`src/hdl/bhmac_cfg.svh`:
```
// register indices, field positions, reset values and fixed codes of the hdlc mode block
`ifndef BHMAC_CFG_SVH
`define BHMAC_CFG_SVH

// register indices; the byte address on the bus is four times the index
`define BHMAC_IDX_MODE        10'h072
`define BHMAC_IDX_EXT_MODE    10'h073
`define BHMAC_IDX_LOW_FIRST   10'h074
`define BHMAC_IDX_HIGH_FIRST  10'h075
`define BHMAC_IDX_HIGH_SECOND 10'h076
`define BHMAC_IDX_COUNT_LOW   10'h076
`define BHMAC_IDX_COUNT_HIGH  10'h077
`define BHMAC_IDX_LOW_SECOND  10'h078

// reset values
`define BHMAC_RST_MODE        8'hC0
`define BHMAC_RST_EXT_MODE    8'h00
`define BHMAC_RST_ADDR        8'h00
`define BHMAC_RST_HIGH_RESULT 2'h3
`define BHMAC_RST_LOW_RESULT  1'h0

// field positions
`define BHMAC_MODE_SEL_HI     7
`define BHMAC_MODE_SEL_LO     5
`define BHMAC_MODE_RX_EN      3
`define BHMAC_EXT_TX_BLK      7
`define BHMAC_EXT_RX_BLK_HI   6
`define BHMAC_EXT_RX_BLK_LO   5
`define BHMAC_EXT_STORE_ADDR  4
`define BHMAC_EXT_TX_CRC_OFF  3
`define BHMAC_EXT_RX_CRC_KEEP 2
`define BHMAC_EXT_FILL_SEL    0
`define BHMAC_ADDR_MASK_BIT   0
`define BHMAC_ADDR_HIGH_HI    7
`define BHMAC_ADDR_HIGH_LO    2

// fixed codes
`define BHMAC_HIGH_GROUP      6'h3F
`define BHMAC_LOW_GROUP       8'hFF
`define BHMAC_FLAG_PATTERN    8'h7E
`define BHMAC_TX_BLK_BIG      7'h40
`define BHMAC_TX_BLK_SMALL    7'h20
`define BHMAC_RX_BLK_MASK     6'h3F
`define BHMAC_HIGH_RES_FIRST  2'h2
`define BHMAC_HIGH_RES_SECOND 2'h0
`define BHMAC_HIGH_RES_GROUP  2'h1

`endif

```
`src/hdl/bhmac_pkg.sv`:
```
// types shared by the hdlc mode and address block
package bhmac_pkg;

    // message transfer modes
    typedef enum logic [2:0] {
        MODE_RES0      = 3'h0,
        MODE_RES1      = 3'h1,
        MODE_NONAUTO1  = 3'h2,
        MODE_NONAUTO2  = 3'h3,
        MODE_EXT_TRANS = 3'h4,
        MODE_TRANS2    = 3'h5,
        MODE_TRANS0    = 3'h6,
        MODE_TRANS1    = 3'h7
    } bhmac_mode_e;

    // receive frame walk
    typedef enum logic [2:0] {
        RX_IDLE,
        RX_HIGH,
        RX_LOW,
        RX_DATA,
        RX_DROP
    } bhmac_rx_state_e;

endpackage : bhmac_pkg

```
`src/hdl/bhmac_mode_address_ctrl.sv`:
```
// b-channel hdlc mode, address recognition and receive byte count block
`include "bhmac_cfg.svh"

module bhmac_mode_address_ctrl #(
    parameter int CNT_W = 12
) (
    input  wire logic        ref_clk,
    input  wire logic        rstn,
    // apb slave
    input  wire logic        psel,
    input  wire logic        penable,
    input  wire logic        pwrite,
    input  wire logic [11:0] paddr,
    input  wire logic [31:0] pwdata,
    output logic      [31:0] prdata,
    output logic             pready,
    output logic             pslverr,
    // command strobes
    input  wire logic        rx_message_complete,
    input  wire logic        receiver_reset_cmd,
    input  wire logic        tx_message_end,
    input  wire logic        transmitter_reset_cmd,
    input  wire logic        tx_transparent_frame,
    // received byte stream
    input  wire logic        rx_in_valid,
    input  wire logic [7:0]  rx_in_data,
    input  wire logic        rx_in_first,
    input  wire logic        rx_in_last,
    input  wire logic        rx_in_crc,
    // towards receive fifo and events
    output logic             rx_fifo_valid,
    output logic      [7:0]  rx_fifo_data,
    output logic             rx_message_end,
    output logic             rx_pool_full,
    output logic      [1:0]  high_match_result,
    output logic             low_match_result,
    output logic             low_match_command,
    // block sizes and transmit side settings
    output logic      [6:0]  tx_block_bytes,
    output logic      [6:0]  rx_block_bytes,
    output logic             tx_crc_append,
    input  wire logic        tx_bit_strobe,
    output logic             tx_fill_bit
);

    // ==========================================================
    // reset release
    logic rst_ff1;
    logic rst_n_sync;

    // two stages so the release never meets a clock edge mid-flight
    always_ff @(posedge ref_clk or negedge rstn) begin
        if (!rstn) begin
            rst_ff1    <= 1'b0;
            rst_n_sync <= 1'b0;
        end else begin
            rst_ff1    <= 1'b1;
            rst_n_sync <= rst_ff1;
        end
    end

    // ==========================================================
    // apb register file
    logic [7:0]       mode_reg;
    logic [7:0]       ext_mode;
    logic [7:0]       high_first;
    logic [7:0]       high_second;
    logic [7:0]       low_first;
    logic [7:0]       low_second;
    logic [CNT_W-1:0] snap_count;
    logic             snap_ov;
    logic [9:0]       idx;
    logic             wr_acc;
    logic             hit;
    logic [7:0]       rd_byte;

    assign idx    = paddr[11:2];
    assign wr_acc = psel && penable && pwrite && pready;

    // read mux and decode; write-only high first and low second read as zero, high second shares its index with count low
    always_comb begin
        hit     = (paddr[1:0] == 2'h0);
        rd_byte = 8'h00;
        case (idx)
            `BHMAC_IDX_MODE:        rd_byte = mode_reg;
            `BHMAC_IDX_EXT_MODE:    rd_byte = ext_mode;
            `BHMAC_IDX_LOW_FIRST:   rd_byte = low_first;
            `BHMAC_IDX_HIGH_FIRST:  rd_byte = 8'h00;
            `BHMAC_IDX_COUNT_LOW:   rd_byte = snap_count[7:0];
            `BHMAC_IDX_COUNT_HIGH:  rd_byte = {3'h0, snap_ov, snap_count[CNT_W-1:8]};
            `BHMAC_IDX_LOW_SECOND:  rd_byte = 8'h00;
            default:                hit = 1'b0;
        endcase
    end

    // zero-wait answer: registered in setup, shown in the access cycle
    always_ff @(posedge ref_clk or negedge rst_n_sync) begin
        if (!rst_n_sync) begin
            pready  <= 1'b0;
            pslverr <= 1'b0;
            prdata  <= 32'h0000_0000;
        end else begin
            pready  <= psel && !penable;
            pslverr <= psel && !penable && !hit;
            prdata  <= (psel && !penable && !pwrite) ? {24'h00_0000, rd_byte} : 32'h0000_0000;
        end
    end

    // software written settings; unused bits are kept at zero
    always_ff @(posedge ref_clk or negedge rst_n_sync) begin
        if (!rst_n_sync) begin
            mode_reg    <= `BHMAC_RST_MODE;
            ext_mode    <= `BHMAC_RST_EXT_MODE;
            high_first  <= `BHMAC_RST_ADDR;
            high_second <= `BHMAC_RST_ADDR;
            low_first   <= `BHMAC_RST_ADDR;
            low_second  <= `BHMAC_RST_ADDR;
        end else if (wr_acc && paddr[1:0] == 2'h0) begin
            case (idx)
                `BHMAC_IDX_MODE:        mode_reg    <= pwdata[7:0] & 8'hE8;
                `BHMAC_IDX_EXT_MODE:    ext_mode    <= pwdata[7:0] & 8'hFD;
                `BHMAC_IDX_HIGH_FIRST:  high_first  <= pwdata[7:0] & 8'hFD;
                `BHMAC_IDX_HIGH_SECOND: high_second <= pwdata[7:0] & 8'hFD;
                `BHMAC_IDX_LOW_FIRST:   low_first   <= pwdata[7:0];
                `BHMAC_IDX_LOW_SECOND:  low_second  <= pwdata[7:0];
                default:                mode_reg    <= mode_reg;
            endcase
        end
    end

    // ==========================================================
    // block sizes and transmit settings
    logic       tx_cmd;
    logic       rx_cmd;
    logic       tx_blk_eff;
    logic [1:0] rx_blk_eff;
    logic [5:0] rx_blk_mask;
    logic [2:0] fill_phase;
    logic [7:0] flag_pat;

    assign tx_cmd      = tx_message_end || transmitter_reset_cmd || tx_transparent_frame;
    assign rx_cmd      = rx_message_complete || receiver_reset_cmd;
    assign rx_blk_mask = `BHMAC_RX_BLK_MASK >> rx_blk_eff;
    assign flag_pat    = `BHMAC_FLAG_PATTERN;

    always_ff @(posedge ref_clk or negedge rst_n_sync) begin
        if (!rst_n_sync) begin
            tx_blk_eff <= 1'b0;
            rx_blk_eff <= 2'h0;
        end else begin
            if (tx_cmd) begin
                tx_blk_eff <= ext_mode[`BHMAC_EXT_TX_BLK];
            end
            if (rx_cmd) begin
                rx_blk_eff <= ext_mode[`BHMAC_EXT_RX_BLK_HI:`BHMAC_EXT_RX_BLK_LO];
            end
        end
    end

    always_ff @(posedge ref_clk or negedge rst_n_sync) begin
        if (!rst_n_sync) begin
            tx_block_bytes <= `BHMAC_TX_BLK_BIG;
            rx_block_bytes <= `BHMAC_TX_BLK_BIG;
            tx_crc_append  <= 1'b1;
        end else begin
            tx_block_bytes <= tx_blk_eff ? `BHMAC_TX_BLK_SMALL : `BHMAC_TX_BLK_BIG;
            rx_block_bytes <= {1'b0, rx_blk_mask} + 7'h01;
            tx_crc_append  <= !ext_mode[`BHMAC_EXT_TX_CRC_OFF];
        end
    end

    // interframe fill, one bit per strobe
    always_ff @(posedge ref_clk or negedge rst_n_sync) begin
        if (!rst_n_sync) begin
            fill_phase  <= 3'h0;
            tx_fill_bit <= 1'b1;
        end else if (tx_bit_strobe) begin
            fill_phase  <= fill_phase + 3'h1;
            tx_fill_bit <= ext_mode[`BHMAC_EXT_FILL_SEL] ? flag_pat[fill_phase] : 1'b1;
        end
    end

    // ==========================================================
    // address recognition
    bhmac_pkg::bhmac_mode_e      mode;
    bhmac_pkg::bhmac_rx_state_e  rx_state;
    bhmac_pkg::bhmac_rx_state_e  cur_state;
    bhmac_pkg::bhmac_rx_state_e  next_rx_state;
    logic       hi_cmp;
    logic       lo_cmp;
    logic       two_addr;
    logic       start;
    logic       hi_m1;
    logic       hi_m2;
    logic       hi_grp;
    logic       lo_m1;
    logic       lo_m2;
    logic       lo_grp;
    logic [5:0] hi_addr;
    logic [5:0] hi_mask;
    logic [7:0] lo_mask;

    assign mode    = bhmac_pkg::bhmac_mode_e'(mode_reg[`BHMAC_MODE_SEL_HI:`BHMAC_MODE_SEL_LO]);
    assign start   = rx_in_valid && rx_in_first;
    assign hi_addr = rx_in_data[`BHMAC_ADDR_HIGH_HI:`BHMAC_ADDR_HIGH_LO];

    // high values only in two modes
    assign hi_cmp   = (mode == bhmac_pkg::MODE_NONAUTO2) || (mode == bhmac_pkg::MODE_TRANS1);
    assign lo_cmp   = (mode == bhmac_pkg::MODE_NONAUTO1) || (mode == bhmac_pkg::MODE_NONAUTO2)
                   || (mode == bhmac_pkg::MODE_TRANS2);
    assign two_addr = hi_cmp || (mode == bhmac_pkg::MODE_TRANS2);

    assign hi_mask = high_first[`BHMAC_ADDR_MASK_BIT] ? high_second[7:2] : 6'h00;
    assign hi_m1   = ((hi_addr ^ high_first[7:2]) & ~hi_mask) == 6'h00;
    assign hi_m2   = !high_first[`BHMAC_ADDR_MASK_BIT] && (hi_addr == high_second[7:2]);
    // high group value, the c/r bit is don't-care so FC and FE both hit
    assign hi_grp  = (hi_addr == `BHMAC_HIGH_GROUP);

    assign lo_mask = high_second[`BHMAC_ADDR_MASK_BIT] ? low_second : 8'h00;
    assign lo_m1   = ((rx_in_data ^ low_first) & ~lo_mask) == 8'h00;
    assign lo_m2   = !high_second[`BHMAC_ADDR_MASK_BIT] && (rx_in_data == low_second);
    assign lo_grp  = (rx_in_data == `BHMAC_LOW_GROUP);

    // ==========================================================
    // receive frame walk
    logic             store;
    logic             wr_now;
    logic             set_pend;
    logic             pend_valid;
    logic [7:0]       pend_data;
    logic [7:0]       held;
    logic             end_d;
    logic [CNT_W-1:0] count;
    logic             ov_live;
    logic [CNT_W-1:0] next_count;
    logic             next_ov;
    logic             wr_any;
    logic             pool_hit;
    logic             accept_last;

    assign store = ext_mode[`BHMAC_EXT_STORE_ADDR];

    // per byte decision; the start byte always opens a fresh walk
    always_comb begin
        cur_state     = start ? bhmac_pkg::RX_IDLE : rx_state;
        next_rx_state = cur_state;
        wr_now        = 1'b0;
        set_pend      = 1'b0;
        if (cur_state == bhmac_pkg::RX_IDLE) begin
            if (!mode_reg[`BHMAC_MODE_RX_EN] || mode == bhmac_pkg::MODE_RES0
                    || mode == bhmac_pkg::MODE_RES1) begin
                cur_state = bhmac_pkg::RX_DROP;
            end else if (two_addr) begin
                cur_state = bhmac_pkg::RX_HIGH;
            end else if (lo_cmp) begin
                cur_state = bhmac_pkg::RX_LOW;
            end else begin
                cur_state = bhmac_pkg::RX_DATA;
            end
            next_rx_state = cur_state;
        end
        if (rx_in_valid) begin
            case (cur_state)
                bhmac_pkg::RX_HIGH: begin
                    if (hi_cmp && !(hi_m1 || hi_m2 || hi_grp)) begin
                        next_rx_state = bhmac_pkg::RX_DROP;
                    end else begin
                        next_rx_state = bhmac_pkg::RX_LOW;
                    end
                end
                bhmac_pkg::RX_LOW: begin
                    if (lo_cmp && !(lo_m1 || lo_m2 || lo_grp)) begin
                        next_rx_state = bhmac_pkg::RX_DROP;
                    end else begin
                        next_rx_state = bhmac_pkg::RX_DATA;
                        wr_now   = store;
                        set_pend = store && two_addr;
                    end
                end
                bhmac_pkg::RX_DATA: begin
                    wr_now = !rx_in_crc || ext_mode[`BHMAC_EXT_RX_CRC_KEEP];
                end
                bhmac_pkg::RX_DROP: next_rx_state = bhmac_pkg::RX_DROP;
                default:            next_rx_state = bhmac_pkg::RX_DROP;
            endcase
            if (rx_in_last) begin
                next_rx_state = bhmac_pkg::RX_IDLE;
            end
        end
    end

    assign accept_last = rx_in_valid && rx_in_last && (cur_state != bhmac_pkg::RX_DROP)
                      && !(cur_state == bhmac_pkg::RX_HIGH && hi_cmp && !(hi_m1 || hi_m2 || hi_grp))
                      && !(cur_state == bhmac_pkg::RX_LOW && lo_cmp && !(lo_m1 || lo_m2 || lo_grp));

    // walk state, held high byte and pending second address byte
    always_ff @(posedge ref_clk or negedge rst_n_sync) begin
        if (!rst_n_sync) begin
            rx_state   <= bhmac_pkg::RX_IDLE;
            held       <= 8'h00;
            pend_valid <= 1'b0;
            pend_data  <= 8'h00;
            end_d      <= 1'b0;
        end else if (receiver_reset_cmd) begin
            rx_state   <= bhmac_pkg::RX_IDLE;
            pend_valid <= 1'b0;
            end_d      <= 1'b0;
        end else begin
            rx_state   <= next_rx_state;
            pend_valid <= set_pend;
            end_d      <= accept_last;
            if (set_pend) begin
                pend_data <= rx_in_data;
            end
            if (rx_in_valid && cur_state == bhmac_pkg::RX_HIGH) begin
                held <= rx_in_data;
            end
        end
    end

    // fifo write: held high byte goes first, the second byte a cycle later
    always_ff @(posedge ref_clk or negedge rst_n_sync) begin
        if (!rst_n_sync) begin
            rx_fifo_valid <= 1'b0;
            rx_fifo_data  <= 8'h00;
        end else begin
            rx_fifo_valid <= (wr_now || pend_valid) && !receiver_reset_cmd;
            rx_fifo_data  <= pend_valid ? pend_data : (set_pend ? held : rx_in_data);
        end
    end

    // high and low match results, and command versus response in one-byte mode
    always_ff @(posedge ref_clk or negedge rst_n_sync) begin
        if (!rst_n_sync) begin
            high_match_result <= `BHMAC_RST_HIGH_RESULT;
            low_match_result  <= `BHMAC_RST_LOW_RESULT;
            low_match_command <= 1'b0;
        end else if (rx_in_valid) begin
            if (cur_state == bhmac_pkg::RX_HIGH && hi_cmp && (hi_m1 || hi_m2 || hi_grp)) begin
                high_match_result <= hi_m1 ? `BHMAC_HIGH_RES_FIRST :
                                     (hi_m2 ? `BHMAC_HIGH_RES_SECOND : `BHMAC_HIGH_RES_GROUP);
            end
            if (cur_state == bhmac_pkg::RX_LOW && lo_cmp && (lo_m1 || lo_m2 || lo_grp)) begin
                low_match_result  <= lo_m1 || lo_m2;
                low_match_command <= (mode == bhmac_pkg::MODE_NONAUTO1) && lo_m1;
            end
        end
    end

    // ==========================================================
    // receive byte count and events
    assign wr_any     = wr_now || pend_valid;
    assign next_count = (start ? {CNT_W{1'b0}} : count) + {{(CNT_W-1){1'b0}}, wr_any};
    // overflow once past the top count
    assign next_ov    = (!start && ov_live) || (wr_any && !start && (&count));
    assign pool_hit   = wr_any && !accept_last && !end_d && (next_count != {CNT_W{1'b0}})
                     && ((next_count[5:0] & rx_blk_mask) == 6'h00);

    always_ff @(posedge ref_clk or negedge rst_n_sync) begin
        if (!rst_n_sync) begin
            count          <= {CNT_W{1'b0}};
            ov_live        <= 1'b0;
            rx_message_end <= 1'b0;
            rx_pool_full   <= 1'b0;
        end else begin
            count          <= next_count;
            ov_live        <= next_ov;
            rx_message_end <= end_d;
            rx_pool_full   <= pool_hit;
        end
    end

    // snapshot held until acknowledge or receiver reset; a new event beats the clear
    always_ff @(posedge ref_clk or negedge rst_n_sync) begin
        if (!rst_n_sync) begin
            snap_count <= {CNT_W{1'b0}};
            snap_ov    <= 1'b0;
        end else if (end_d || pool_hit) begin
            snap_count <= next_count;
            snap_ov    <= next_ov;
        end else if (rx_cmd) begin
            snap_count <= {CNT_W{1'b0}};
            snap_ov    <= 1'b0;
        end
    end
endmodule : bhmac_mode_address_ctrl

```
`config.mk`:
```
export PLATFORM = sky130hd
export DESIGN_NAME = bhmac_mode_address_ctrl
export DESIGN_NICKNAME = d
export VERILOG_FILES = /design/src/hdl/bhmac_pkg.sv /design/src/hdl/bhmac_mode_address_ctrl.sv
export VERILOG_INCLUDE_DIRS = /design/src /design/src/hdl
export SDC_FILE = /design/constraint.sdc
export NUM_CORES = 1
export LEC_CHECK = 0
export BUFFER_PORTS_ARGS = -buffer_cell sky130_fd_sc_hd__clkbuf_2
export CAP_MARGIN = 5
export CORE_MARGIN = 2
export CORE_UTILIZATION = 43
export CTS_BUF_LIST = sky130_fd_sc_hd__clkbuf_4 sky130_fd_sc_hd__clkbuf_8 sky130_fd_sc_hd__clkbuf_16
export CTS_CLUSTER_DIAMETER = 40
export DETAILED_ROUTE_END_ITERATION = 8
export PLACE_DENSITY_LB_ADDON = 0.25
export SYNTH_ARGS = -nofsm -noshare
export SYNTH_HDL_FRONTEND = slang
export SYNTH_SLANG_ARGS = --single-unit
```
`constraint.sdc`:
```
create_clock -name ref_clk -period 6.15 [get_ports ref_clk]
set_clock_uncertainty 0.2 [all_clocks]
set_input_delay 0.9225 -clock ref_clk [delete_from_list [all_inputs] [get_ports ref_clk]]
set_output_delay 0.9225 -clock ref_clk [all_outputs]
set_load 0.01 [all_outputs]
```
== Yosys cells after proc, flatten, opt, wreduce, memory -nomap -nowiden ==
Memory sizes are Yosys's and may differ from the RTL's.
Index checks and enable logic that the tools add are counted.
Word-level totals
  register bits: 137
  memory bits (read-only): 8
  input port bits: 67
  output and inout bits: 65
  logic and storage cells: 190
  memories kept: 1
Operators by class
  add/subtract/negate cells: 3
  magnitude comparators: 1
  eq/ne operators: 20
  shifts and indexed selects: 1
  muxes and demuxes: 36
  bitwise operators: 8
  reduce and logical (&&, ||, !) cells: 86
Memory list
  (no name shown): words 8, width 1, rd ports 1, clocked after Yosys merged registers in 0, write ports 0, line bhmac_mode_address_ctrl.sv:179  | tx_fill_bit <= ext_mode[`BHMAC_EXT_FILL_SEL] ? flag_pat[fill_phase] : 1'b1;
Operators with widths (number)
  10-bit by 7-bit equality test with 1-bit output (second input constant): 7
  8-bit one-hot mux with 5 select lines: 1
  12-bit 2-to-1 mux: 3
  1-bit logical AND: 33
  8-bit 2-to-1 mux: 4
  3-bit 2-to-1 mux: 8
  2-bit AND reduction: 10
  1-bit logical OR: 17
  1-bit zero test: 16
  1-bit 2-to-1 mux: 14
  12-bit by 1-bit adder with 12-bit output: 1
  6-bit AND: 2
  3-bit by 2-bit equality test with 1-bit output (second input constant): 4
  6-bit zero test: 2
  12-bit AND reduction: 1
  12-bit nonzero test: 1
  3-bit one-hot mux with 3 select lines: 1
  8-bit AND: 1
  8-bit equality test: 1
  8-bit equality test (second input constant): 1
  8-bit zero test: 1
  8-bit inverter: 1
  8-bit bitwise XOR: 1
  6-bit by 1-bit adder with 7-bit output (second input constant): 1
  other kinds (19): 23

== Longest topological paths before layout ==
  word-level depth: 20
  depth in mapped cells: 18
  mapped depth without buffers: 16

== Least setup slack after synthesis ==
No wires, ideal clock.
  kind: input port to flip-flop
  start point: in rx_in_data[3]
  end point: reg snap_count[7]
  setup time: 0.125 ns
  arrival time: 4.472 ns
  data required time: 5.825 ns
  path slack: 1.352 ns
  cell stages on the path: 16
  buffers on the path: 2
  path through: buf_4 xnor2_1 a21oi_1 or4_1 nor2_2 or4_4 a221o_1 ha_1 ha_1 xnor2_1 or3_1 nor4b_1 nand4_1 a41oi_2 buf_6 mux2_4
Between the ends
  cells in the longest elaborated chain, start to end: 17
  elaborated cells between the ends (all ways): 41
Ends and longest elaborated chain
  start, declared: line bhmac_mode_address_ctrl.sv:26  | input wire logic [7:0] rx_in_data,
  8-bit bitwise XOR: line bhmac_mode_address_ctrl.sv:220  | assign lo_m1 = ((rx_in_data ^ low_first) & ~lo_mask) == 8'h00;
  8-bit AND: line bhmac_mode_address_ctrl.sv:220
  8-bit zero test: line bhmac_mode_address_ctrl.sv:220
  1-bit logical OR: line bhmac_mode_address_ctrl.sv:272  | if (lo_cmp && !(lo_m1 || lo_m2 || lo_grp)) begin
  1-bit logical OR (*): line bhmac_mode_address_ctrl.sv:272
  1-bit zero test (*): line bhmac_mode_address_ctrl.sv:272
  1-bit logical AND (*): line bhmac_mode_address_ctrl.sv:272
  1-bit 2-to-1 mux (*): line bhmac_mode_address_ctrl.sv:272
  (+2 left out)
  1-bit logical OR (*): line bhmac_mode_address_ctrl.sv:352  | assign wr_any = wr_now || pend_valid;
  12-bit by 1-bit adder with 12-bit output (*): line bhmac_mode_address_ctrl.sv:353  | assign next_count = (start ? {CNT_W{1'b0}} : count) + {{(CNT_W-1){1'b0}}, wr_any};
  named net next_count[2]: line bhmac_mode_address_ctrl.sv:235  | logic [CNT_W-1:0] next_count;
  12-bit nonzero test / 6-bit AND (equally long branches): line bhmac_mode_address_ctrl.sv:356, bhmac_mode_address_ctrl.sv:357
  1-bit logical AND / 6-bit zero test (equally long branches): line bhmac_mode_address_ctrl.sv:356, bhmac_mode_address_ctrl.sv:357
  1-bit logical AND (*): line bhmac_mode_address_ctrl.sv:357  | && ((next_count[5:0] & rx_blk_mask) == 6'h00);
  1-bit logical OR (*): line bhmac_mode_address_ctrl.sv:378  | end else if (end_d || pool_hit) begin
  12-bit 2-to-1 mux / 2-bit nonzero test (equally long branches)
  end signal, assigned: line bhmac_mode_address_ctrl.sv:376  | snap_count <= {CNT_W{1'b0}};
  end signal, assigned: line bhmac_mode_address_ctrl.sv:379  | snap_count <= next_count;
  end signal, assigned: line bhmac_mode_address_ctrl.sv:382  | snap_count <= {CNT_W{1'b0}};
  end, declared: line bhmac_mode_address_ctrl.sv:70  | logic [CNT_W-1:0] snap_count;
The timed path passes the listed nets; every way through them passes the cells marked *.
A chain may end at the register's enable or synchronous reset.

== Worst setup path after layout ==
  start point: in rx_in_data[4]
  end point: reg snap_count[8]
Same word-level chain as after synthesis.

==> impl_metrics.json <==
{
  "status": "complete, no violations",
  "crit_path_start_kind": "input port",
  "synth.avg_cell_area_um2": 11.2,
  "synth_top_area_share_pct": 46.9,
  "synth_edf_count": 0,
  "io_pins": 132,
  "slew_viol_final": 0,
  "p_sw_share_pct": 23.2,
  "cts_max_path_buffers": 2,
  "drive_gt1_share_pct": 32.5,
  "drc": 0,
  "maxCapViolCount": 0,
  "wire_per_inst_um": 16.9,
  "cp_max_fo": 8,
  "post_cts_buffers": 0,
  "grtUsageMet3_pct": 4.56,
  "place_congestion": 0.864,
  "grt_overflow": 0,
  "final_common_cell": "dfrtp_1",
  "grt_pass1_vias": 4614,
  "cts_root_buf": "clkbuf_16",
  "end_kind": "register",
  "antenna_left": 0,
  "num_antenna_cells": 0,
  "fill_cells": 1279,
  "core_area_mm2": 0.0146,
  "htreeDepth": 4,
  "die_x_um": 127,
  "final_nets": 722,
  "rsz0062_at_grt": "false",
  "yosysSeqAreaShare_pct": 50.2,
  "wl_mm": 14.3,
  "crit_arrival_ns": 5.26,
  "clkPwrFrac_pct": 47.8,
  "synth.area.top_cells": "dfrtp_1, mux2_2, buf_4, dfstp_2, xnor2_1",
  "regArea_mm2": 0.00324,
  "p_switching_uw": 459,
  "drt-pass1-iter-count": 4,
  "route.vias.total": 4560,
  "grtUsageTotal_pct": 18.8,
  "clkSlewWorstSetupHoldPaths_ns": 0.06,
  "period_share_pct": 83.9,
  "tns_ns": 0,
  "grt_pass1_wl_mm": 23.8,
  "hold_violations": 0,
  "rows": 44,
  "initial_core_util_pct": 44.2,
  "dp_slack_ns": 0.538,
  "whs_ns": 0.0756,
  "yosysWarnings": 0,
  "dieArea_mm2": 0.0160,
  "largestRegisters": "count: 12 flops, snap_count: 12 flops",
  "relSlewSlack_pct": 32.0,
  "pwr-share-comb_pct": 6.6,
  "crit_required_ns": 6.25,
  "antenna_found_initial": 0,
  "p_int_uw": 1520,
  "async_reset_ff_share_pct": 100,
  "seqPwrFrac_pct": 45.5,
  "finalSetupViolCount": 0,
  "p_leak_uw": 0.00363,
  "met1_usage_pct": 24.6,
  "cts_num_sinks": 129,
  "cts_hold_buffers": 0,
  "fin_ws_ns": 0.988,
  "port_buffers": 75,
  "most-common-layout-cells": "dfrtp_1, mux2_2, clkbuf_2, nand2_1, nor2_1",
  "grt_start_max_net_pins": 83,
  "worst_slew_pin_slew_ns": 1.02,
  "syn_to_final_growth_pct": 14.7,
  "die_h_um": 127,
  "cts-resized-gates": 0,
  "postSynthCellCount": 578,
  "multi_input_area_mm2": 0.00290,
  "irDropWorstVdd_uv": 149,
  "synth_ff_type": "dfrtp_1",
  "max_freq_mhz": 194,
  "period_needed_ns": 5.16,
  "synth.distinct_cells": 56,
  "drt_iter0_drc": 252,
  "cts_buffers": 17,
  "synth_seq_cells": 129,
  "busiest_layer": "met2",
  "synth_area_mm2": 0.00645,
  "powerDensity_mw_per_mm2": 267,
  "min_path_type": "in -> async",
  "cts_tree": "built",
  "use_met2_pct": 31.2,
  "dpl.hpwl_mm": 10.4,
  "vias_per_cell": 5.38,
  "synth_top_area_cell": "dfrtp_1",
  "power_uw": 1980,
  "crit_type": "in -> reg",
  "clkLatencyLatePin_ns": 0.42
}
[synthesized netlist by cell type, drive strengths merged, types with 2 or more instances]
| cell type | n |
|---|---|
| a21oi | 23 |
| a221o | 2 |
| a222oi | 4 |
| a22oi | 6 |
| and2 | 13 |
| and3 | 9 |
| buf | 47 |
| clkbuf | 9 |
| conb | 2 |
| dfrtp | 121 |
| dfstp | 8 |
| ha | 4 |
| inv | 17 |
| mux2 | 88 |
| mux2i | 7 |
| nand2 | 46 |
| nand2b | 5 |
| nand3 | 14 |
| nand4 | 8 |
| nor2 | 40 |
| nor2b | 6 |
| nor3 | 9 |
| nor4 | 4 |
| o211ai | 3 |
| o21a | 3 |
| o21ai | 8 |
| o31ai | 5 |
| or2 | 3 |
| or3 | 2 |
| or4 | 5 |
| xnor2 | 24 |
| xor2 | 16 |
[worst paths after layout]
check / start / to / slack [ns] / cells past startpoint
hold reg to reg: rst_n_sync / high_first[0] / 0.13 / 0
setup reg to reg: low_first[4] / snap_count[8] / 1.30 / 15
min in group ref_clk: rst_ff1 / rst_n_sync / 0.15 / 0
hold / removal: rstn / rst_n_sync / 0.08 / 1
max in group asynchronous: rst_n_sync / rx_state[0] / 4.17 / 1
setup / recovery: rx_in_data[4] / snap_count[8] / 0.99 / 16
[logic make-up after synthesis]
kind of cell | synth area share [%]
compound gates | 7.00
other cells | 0.116
buf+inv | 6.73
mux | 16.6
xor+xnor | 5.43
fa+ha+maj | 0.931
flops | 50.2
simple gates | 13.0
[final cells by class]
| cell class | instances | share of cell area (%) |
|---|---|---|
| Clock buffer | 22 | 6.42 |
| Clock inverter | 10 | 1.17 |
| Inverter | 17 | 0.862 |
| Multi-Input combinational cell | 407 | 39.2 |
| Sequential cell | 129 | 43.8 |
| Tap cell | 184 | 3.11 |
| Timing Repair Buffer | 79 | 5.48 |
[metal layers]
layer	vias up	part of all wire, %
met2	133	51
met4	0	1.1
li1	2099	-
met1	2316	43
met3	12	4.7
met5	-	0
[power by group through the flow]
stage / sequential (µW) / clock (µW) / combinational (µW)
2_1_floorplan: 919 / 0 / 96.3
3_3_place_gp: 914 / 0 / 125
3_5_place_dp: 917 / 0 / 132
4_1_cts: 902 / 965 / 133
5_1_grt: 906 / 1000 / 149
6_report: 902 / 947 / 131
[per-stage QoR]
step | utilization, % | instances | cell area (µm²)
finish | 50.7 | 848 | 7400
global route | 50.7 | 848 | 7400
CTS | 50.7 | 848 | 7400
detailed placement | 46.9 | 816 | 6840
global placement | 46.9 | 816 | 6840
floorplan | - | 609 | 6570
[critical path, cell delays in order]
cell      delay [ns]
clkbuf_2        0.20
xnor2_1         0.17
a21oi_1         0.12
or4_1           0.17
nor2_2          0.08
or4_4           0.54
a221o_1         0.45
ha_1            0.29
ha_1            0.29
xnor2_1         0.22
or3_1           0.36
nor4b_1         0.36
nand4_1         0.20
a41oi_2         0.32
buf_4           0.25
mux2_4          0.31
(Power assumes the default switching activity.)
